==> src/design/ilb_defs.svh <==
// Register offsets, field positions and reset values of the event latch bank
`ifndef ILB_DEFS_SVH
`define ILB_DEFS_SVH
`define ILB_IDX_SHORT      16'h190b
`define ILB_IDX_ON_DONE    16'h190c
`define ILB_IDX_OFF_DONE   16'h190d
`define ILB_IDX_THERMAL    16'h190e
`define ILB_IDX_GPIO_LOW   16'h1910
`define ILB_IDX_GPIO_MID   16'h1911
`define ILB_ADDR_W         18
`define ILB_REG_RESET      16'h0000
`define ILB_BIT_SPK_R      7
`define ILB_BIT_SPK_L      6
`define ILB_HP_MSB         5
`define ILB_BIT_TH_WARN    2
`define ILB_BIT_TH_LIMIT   1
`define ILB_BIT_TH_CUTOFF  0
`define ILB_GPIO_WARM      3'd4
`endif

==> src/design/ilb_pkg.sv <==
// Types shared by the event latch bank
package ilb_pkg;
   // Output-driver monitor conditions
   typedef struct packed {
      logic       spk_right_short;
      logic       spk_left_short;
      logic [5:0] hp_short;
      logic [7:0] on_done;
      logic [7:0] off_done;
      logic       thermal_warning;
      logic       thermal_limit;
      logic       spk_cutoff;
   } ilb_cond_type;
   // Bus access state
   typedef enum logic [1:0] {
      ILB_IDLE = 2'b01,
      ILB_RESP = 2'b10
   } ilb_bus_state_type;
endpackage

==> src/design/ilb_event_latch.sv <==
// Event latch bank with Avalon-MM slave access
// Operation
// - Flags stay set until host writes one; writing zero leaves them alone.
// - Speaker short flags bits 7 and 6 latch on both edges of condition.
// - Headphone short flags bits 5 to 0 latch on rising edge only.
// - Enable-done and disable-done flags latch on rising edge of completion.
// - Thermal warning bit 2 and limit bit 1 latch on rising edge.
// - Speaker cutoff flag bit 0 latches on both edges.
// - GPIO flags latch on any pin edge; pins 1-16 low, 17-32 mid register.
// - GPIO edge detection uses synchronised pin logic level of GPIO inputs.
// - Cutoff condition is shutdown completed, from overheat or short circuit.
`timescale 1ns/100ps
`include "ilb_defs.svh"
module ilb_event_latch
   import ilb_pkg::*;
(
   input  wire logic                      sys_clk,          // 250 MHz clock
   input  wire logic                      reset,            // Sync reset, high
   input  wire ilb_cond_type              cond,             // Driver monitor levels
   input  wire logic [31:0]               gpio_pin_level,   // GPIO input pins
   input  wire logic [`ILB_ADDR_W-1:0]    avs_address,      // Byte address
   input  wire logic                      avs_read,         // Read request
   input  wire logic                      avs_write,        // Write request
   input  wire logic [31:0]               avs_writedata,    // Write data
   input  wire logic [3:0]                avs_byteenable,   // Byte lanes
   output logic      [31:0]               avs_readdata,     // Read data
   output logic                           avs_waitrequest   // Stall
);
   localparam int NREG = 6;
   localparam logic [15:0] IDX [NREG] = '{`ILB_IDX_SHORT, `ILB_IDX_ON_DONE, `ILB_IDX_OFF_DONE,
                                          `ILB_IDX_THERMAL, `ILB_IDX_GPIO_LOW, `ILB_IDX_GPIO_MID};

   logic [15:0]       flag_q [NREG];
   logic [15:0]       flag_d [NREG];
   logic [15:0]       set_vec [NREG];
   logic [15:0]       clr_vec [NREG];
   ilb_cond_type      cond_q;
   logic [31:0]       gp_s1_q, gp_s2_q, gp_s3_q;
   logic [31:0]       gp_lvl_q, gp_lvl_d;
   logic [31:0]       gp_agree;
   logic [31:0]       gp_edge;
   logic [2:0]        gp_warm_q, gp_warm_d;
   ilb_bus_state_type st_q, st_d;
   logic [31:0]       rdata_q, rdata_d;
   logic              wait_q, wait_d;
   logic              wr_hit;
   logic [2:0]        sel;
   logic              sel_ok;

   // Condition history and GPIO three-stage synchroniser
   always_ff @(posedge sys_clk) begin
      if (reset) begin
         cond_q    <= '0;
         gp_s1_q   <= '0;
         gp_s2_q   <= '0;
         gp_s3_q   <= '0;
         gp_lvl_q  <= '0;
         gp_warm_q <= 3'd0;
      end else begin
         cond_q    <= cond;
         gp_s1_q   <= gpio_pin_level;
         gp_s2_q   <= gp_s1_q;
         gp_s3_q   <= gp_s2_q;
         gp_lvl_q  <= gp_lvl_d;
         gp_warm_q <= gp_warm_d;
      end
   end

   // Agreed pin level; edges ignored until the chain has filled
   always_comb begin
      gp_agree  = ~(gp_s2_q ^ gp_s3_q);
      gp_lvl_d  = (gp_lvl_q & ~gp_agree) | (gp_s3_q & gp_agree);
      gp_edge   = gp_agree & (gp_s3_q ^ gp_lvl_q) & {32{gp_warm_q == `ILB_GPIO_WARM}};
      gp_warm_d = gp_warm_q;
      if (gp_warm_q != `ILB_GPIO_WARM) begin
         gp_warm_d = gp_warm_q + 3'd1;
      end
   end

   // Edge detection per source
   always_comb begin
      set_vec[0] = 16'h0000;
      set_vec[0][`ILB_BIT_SPK_R] = cond.spk_right_short ^ cond_q.spk_right_short;
      set_vec[0][`ILB_BIT_SPK_L] = cond.spk_left_short ^ cond_q.spk_left_short;
      set_vec[0][`ILB_HP_MSB:0]  = cond.hp_short & ~cond_q.hp_short;
      set_vec[1] = {8'h00, cond.on_done & ~cond_q.on_done};
      set_vec[2] = {8'h00, cond.off_done & ~cond_q.off_done};
      set_vec[3] = 16'h0000;
      set_vec[3][`ILB_BIT_TH_WARN]  = cond.thermal_warning & ~cond_q.thermal_warning;
      set_vec[3][`ILB_BIT_TH_LIMIT] = cond.thermal_limit & ~cond_q.thermal_limit;
      set_vec[3][`ILB_BIT_TH_CUTOFF] = cond.spk_cutoff ^ cond_q.spk_cutoff;
      set_vec[4] = gp_edge[15:0];
      set_vec[5] = gp_edge[31:16];
   end

   // Address decode
   always_comb begin
      sel    = 3'd0;
      sel_ok = 1'b0;
      for (int i = 0; i < NREG; i++) begin
         if (avs_address == {IDX[i], 2'b00}) begin
            sel    = 3'(i);
            sel_ok = 1'b1;
         end
      end
   end

   assign wr_hit = (st_q == ILB_IDLE) && avs_write && sel_ok;

   // Sticky flags, write one to clear, set wins
   genvar g;
   generate
      for (g = 0; g < NREG; g++) begin : g_flag
         always_comb begin
            clr_vec[g] = 16'h0000;
            if (wr_hit && sel == 3'(g)) begin
               clr_vec[g] = avs_writedata[15:0] & {{8{avs_byteenable[1]}}, {8{avs_byteenable[0]}}};
            end
            flag_d[g] = (flag_q[g] & ~clr_vec[g]) | set_vec[g];
         end
         always_ff @(posedge sys_clk) begin
            if (reset) begin
               flag_q[g] <= `ILB_REG_RESET;
            end else begin
               flag_q[g] <= flag_d[g];
            end
         end
      end
   endgenerate

   // Bus response: one wait cycle, then answer
   always_comb begin
      st_d    = st_q;
      rdata_d = rdata_q;
      wait_d  = 1'b1;
      case (st_q)
         ILB_IDLE: begin
            if (avs_read || avs_write) begin
               st_d    = ILB_RESP;
               wait_d  = 1'b0;
               rdata_d = 32'h0000_0000;
               if (avs_read && sel_ok) begin
                  rdata_d = {16'h0000, flag_q[sel]};
               end
            end
         end
         ILB_RESP: begin
            st_d = ILB_IDLE;
         end
         default: begin
            st_d = ILB_IDLE;
         end
      endcase
   end

   always_ff @(posedge sys_clk) begin
      if (reset) begin
         st_q    <= ILB_IDLE;
         rdata_q <= 32'h0000_0000;
         wait_q  <= 1'b1;
      end else begin
         st_q    <= st_d;
         rdata_q <= rdata_d;
         wait_q  <= wait_d;
      end
   end

   assign avs_readdata    = rdata_q;
   assign avs_waitrequest = wait_q;

   // Headphone short flags, rising edge only
   for (g = 0; g < 6; g++) begin : g_hp_chk

   end

   // Sequence-done flags, rising edge only
   for (g = 0; g < 8; g++) begin : g_done_chk

   end
endmodule // ilb_event_latch

==> config.mk <==
export PLATFORM = sky130hd
export DESIGN_NAME = ilb_event_latch
export DESIGN_NICKNAME = d
export VERILOG_FILES = /design/src/design/ilb_pkg.sv /design/src/design/ilb_event_latch.sv
export VERILOG_INCLUDE_DIRS = /design/src /design/src/design
export SDC_FILE = /design/constraint.sdc
export NUM_CORES = 1
export LEC_CHECK = 0
export BUFFER_PORTS_ARGS = -buffer_cell sky130_fd_sc_hd__buf_2
export CORE_MARGIN = 10
export CORE_UTILIZATION = 34
export DETAILED_ROUTE_END_ITERATION = 7
export PLACE_DENSITY_LB_ADDON = 0.1
export SYNTH_ARGS = -nofsm -noshare
export SYNTH_HDL_FRONTEND = slang
export SYNTH_SLANG_ARGS = --single-unit
export TNS_END_PERCENT = 30
==> constraint.sdc <==
create_clock -name sys_clk -period 4 [get_ports sys_clk]
set_input_delay 0.8 -clock sys_clk [delete_from_list [all_inputs] [get_ports sys_clk]]
set_output_delay 0.8 -clock sys_clk [all_outputs]
set_load 0.02 [all_outputs]
; Yosys cells after proc, flatten, opt, wreduce, memory -nomap -nowiden
; Memory sizes are Yosys's and may differ from the RTL's.
; Index checks and enable logic that the tools add are counted.
[totals]
reg_bits = 193
ram_bits = 96
wordCells = 121
n_memories = 1
[classes]
add_sub_neg = 1
eq_ne = 14
n_mux = 28
bitwise = 48
n_reduce_logical = 13
[mem_list]
columns = memory, words, word_bits, rd, rd_clocked_by_memory_dff, write_ports, line_no
row1 = flag_q, 6, 16, 7, 0, 6, ilb_event_latch.sv:33  ; logic [15:0] flag_q [NREG];
[op_table]
columns = op, n
row1 = $mux 16, 13
row2 = $and 32x32->32, 4
row3 = $and 16x16->16, 7
row4 = $eq 18x15->1 const B, 6
row5 = $not 16->16, 6
row6 = $not 32->32, 2
row7 = $xor 32x32->32, 2
row8 = $or 16x8->16, 3
row9 = $or 16x16->16, 2
row10 = $or 32x32->32, 1
row11 = $and 8x8->8, 2
row12 = $not 8->8, 2
row13 = $or 16x3->16, 1
row14 = $mux 3, 4
row15 = $mux 1, 11
row16 = $eq 3x3->1 const B, 3
row17 = $logic_and 1x1->1, 9
row18 = $and 6x6->6, 1
row19 = $eq 3x2->1 const B, 2
row20 = $not 6->6, 1
row21 = $or 1x1->1, 6
row22 = $add 3x1->3 const B, 1
row23 = $eq 3x1->1 const B, 1
row24 = $logic_not 3->1, 1
row25 = 8 further kinds, 13

; Depth between registers and ports, before layout
[depth]
ltp_word = 14
depth_mapped = 8

; Worst setup path before layout
; Ideal clock, no wire load.
[synth_path]
path_type = input -> register
start = in avs_address[17]
end = mem flag_q[0][6]
setup_time_ns = 0.079
t_arrival_ns = 2.650
required_ns = 3.921
slack_ns = 1.271
path_stages = 7
n_path_buf = 2
path_cell_list = or4b_1 -> buf_2 -> or4_1 -> or3_1 -> o2111a_2 -> buf_6 -> a211oi_2
[synth_rtl]
columns = element, line_no
row1 = start: declaration, ilb_event_latch.sv:21  ; input wire logic [`ILB_ADDR_W-1:0] avs_address,
row2 = end: declaration, ilb_event_latch.sv:33

; Final worst setup path
[layout_path]
start = in avs_address[9]
end = reg rdata_q[2], in the netlist avs_readdata[2]
[layout_between]
elab_chain_len = 9
elab_cells_between_ends = 20
classes_between = eq/ne (6) / mux (12) / reduce/logical (1) / memory (1)
[layout_rtl]
columns = element, line_no
row1 = "parallel branches: the longest is 8 deep, another holds $mem_v2 6x16", --
row2 = $mux 16 *, ilb_event_latch.sv:142  ; if (avs_read && sel_ok) begin
row3 = end signal: assignment, ilb_event_latch.sv:163  ; rdata_q <= rdata_d;
row4 = end: declaration, ilb_event_latch.sv:44  ; logic [31:0] rdata_q, rdata_d;
; Mark *: on every way between the ends.
; A chain may end at the register's enable or synchronous reset.

==> results.yml <==
min_path:
  hold_depth: 1
  hold_start: "gp_s1_q[9]"
  hold_class: "flop to flop"
  hold_end: "gp_s2_q[9]"
pwr:
  pwr-share-clk_pct: 46.8
  seq_power_share_pct: 47.8
  switchingPower_mw: 1.34
  vdd_ir_drop_max_mv: 0.284
  swShare_pct: 22.5
  powerDensity_nw_per_um2: 481
  leakage_nw: 4.56
  p_int_mw: 4.61
  p_comb_share_pct: 5.5
final_layout:
  layout_common_cells: "dfxtp_1, nand2_1, o21ai_0, nor2b_1, buf_2"
  drive_gt1_share_pct: 16.2
  stdcell_count: 1701
  final_common_cell: "dfxtp_1"
  synthToLayoutAreaGrowth_pct: 18.5
  nets: 1399
  stdcell_area_sq_um: 12400
timing:
  rsz0062_at_grt: "false"
  fin_tns_setup_ps: 0
  finalHoldViolCount: 0
  fin_crit_ps: 2600
  fmax_ghz: 0.384
  skew_ps: 13.5
  setup_viol: 0
  worstMarginPinSlew_ps: 975
  period_share_pct: 65.0
  drv_slew: 0
  relSlewSlack_pct: 35.0
floorplan:
  die_w_microns: 195
  ios: 150
  core_sq_um: 30400
  fp.dieH_microns: 195
  start_util_pct: 34.3
  num_rows: 64
  die_area_sq_um: 38100
clock_tree:
  cts_sinks: 273
  ctsResizeCount: 0
  htree_levels: 1
  clock_path_buffers: 3
  cts_buffers: 29
  clk-insertion-delay-late_ps: 550
  clkTransAtPathRegs_ps: 60
  hold_buffers: 0
  clock-root-buffer: "clkbuf_16"
  post-cts-setup-buffers: 0
  cts_tree: "built"
placement:
  place_hpwl_mm: 18.6
  gp_congestion: 0.777
  dpl_cell_area_sq_um: 11400
  numPortBuffers: 115
  numPlacedInstances: 1645
global_routing:
  grt_max_degree: 137
  antenna_found_initial: 0
  track_usage_pct: 13.8
  grt_remaining_overflow: 0
  grt_pass1_vias: 7969
  grt_pass1_wl_mm: 43.8
drt:
  totalWireLength_mm: 27.3
  drtPass1Iterations: 5
  drtIter0Drc: 466
  routedWlPerCell_microns: 16.0
  vias: 8231
  viasPerCell: 4.84
  drc: 0
  antenna_left: 0
setup_path:
  reg2reg_depth: 4
  crit_chain: "buf_2, or4_1, nor3_1, nand2_1, o21ai_0, o31ai_1"
  worst-path-stages: 6
  path_delay_family: "simple AND/OR/NAND/NOR gates"
  worst_path_largest_cell_delay_ps: 740
  critPathArrivalTime_ps: 3030
  worst-setup-path-type: "input pin to flop"
  rrSetupSlack_ps: 2160
  crit_path_top_delay_cell: "or4_1"
  start_kind: "input pin"
  worstPathMaxFanout: 15
  end_kind: "flop"
  required_ps: 4430
  worstReg2RegEnd: "flag_q[3][12]"
  r2r-start: "st_q[1]"
  path_buf_inv: 1
synthesis:
  synthCells: 1184
  synth-seq-cells: 273
  yosysSeqAreaShare_pct: 52.4
  synth-main-ff-cell: "dfxtp_1"
  yosys_warnings: 0
  postSynth.asyncResetShare_pct: 0
  syn-cell-area_sq_um: 10400
  synth_edf_count: 0
  synthesis.area_per_instance_sq_um: 8.81
  synth_cell_type_count: 52
run:
  cap_violations: 0
status:
  status: "finished clean"
## synth_stat cells (24+ instances only)
| cell type | n | share of area (%) |
|---|---|---|
| a31oi_1 | 24 | 1.4 |
| nor2_1 | 61 | 2.2 |
| nand2b_1 | 26 | 1.6 |
| dfxtp_1 | 273 | 52 |
| inv_1 | 44 | 1.6 |
| o21ai_0 | 132 | 6.3 |
| nor3_1 | 28 | 1.3 |
| clkbuf_1 | 60 | 2.2 |
| a21oi_1 | 111 | 5.3 |
| nor2b_1 | 128 | 7.7 |
| nand2_1 | 132 | 4.7 |
## metrics by stage
step / utilization [%] / hold slack, ps / worst slack [ps] / power (mW)
after floorplan: - / 409 / 1270 / 3.11
after global placement: 37.3 / 420 / 866 / 3.23
after detailed placement: 37.3 / 422 / 859 / 3.23
after CTS: 40.6 / 430 / 1440 / 6.04
after global routing: 40.6 / 434 / 1290 / 6.20
final: 40.6 / 434 / 1400 / 5.95
## cell type report
cell class | instances | area (sq um)
multi-input combinational | 797 | 4490
inverter | 44 | 165
clock inverter | 15 | 184
antenna | 2 | 5.00
fill | 3139 | 18100
timing repair buffer | 135 | 747
tap | 396 | 495
clock buffer | 39 | 813
sequential | 273 | 5470
## worst max path at each step
stage / slack [ps] / startpoint / endpoint
detailed placement: 860 / avs_address[17] / flag_q[0][5]
CTS: 1440 / avs_address[9] / avs_readdata[2]
global route: 1290 / avs_address[9] / avs_readdata[2]
floorplan: 1270 / avs_address[17] / flag_q[0][6]
global placement: 870 / avs_address[9] / avs_readdata[4]
finish: 1400 / avs_address[9] / avs_readdata[2]
## cell families (layout without fill, tap and decap cells)
family                   Yosys count  in the layout  synth area share [%]
AND/OR/NAND/NOR                  428            428                  21.6
AO/OA/AOI/OAI                    330            330                  18.3
flip-flops                       273            273                  52.4
buffers and inverters            129            233                  5.36
multiplexers                      17             17                  1.81
XOR/XNOR                           4              4                 0.336
adder cells (fa/ha/maj)            2              2                 0.240
other                              1             18                0.0359
## worst reg2reg max path, stage by stage, from the launching register on
cell and delay [ps]:
dfxtp_1 310, nand3b_1 240, nor4_1 280, and2_1 650, a311oi_1 200
## power groups by stage
stage / sequential, mW / clock (mW) / combinational, mW
global placement: 2.90 / 0 / 0.326
CTS: 2.84 / 2.87 / 0.330
finish: 2.84 / 2.78 / 0.325
global route: 2.85 / 2.99 / 0.366
detailed placement: 2.90 / 0 / 0.328
floorplan: 2.89 / 0 / 0.219
## routing by layer
layer | vias up | routed length (microns) | GRT usage [%]
met5 | - | 0 | 0
met4 | 0 | 405 | 3.05
met3 | 33 | 1330 | 2.60
met2 | 162 | 11400 | 20.8
met1 | 3806 | 14100 | 19.8
li1 | 4230 | - | -
(Power assumes the default switching activity.)
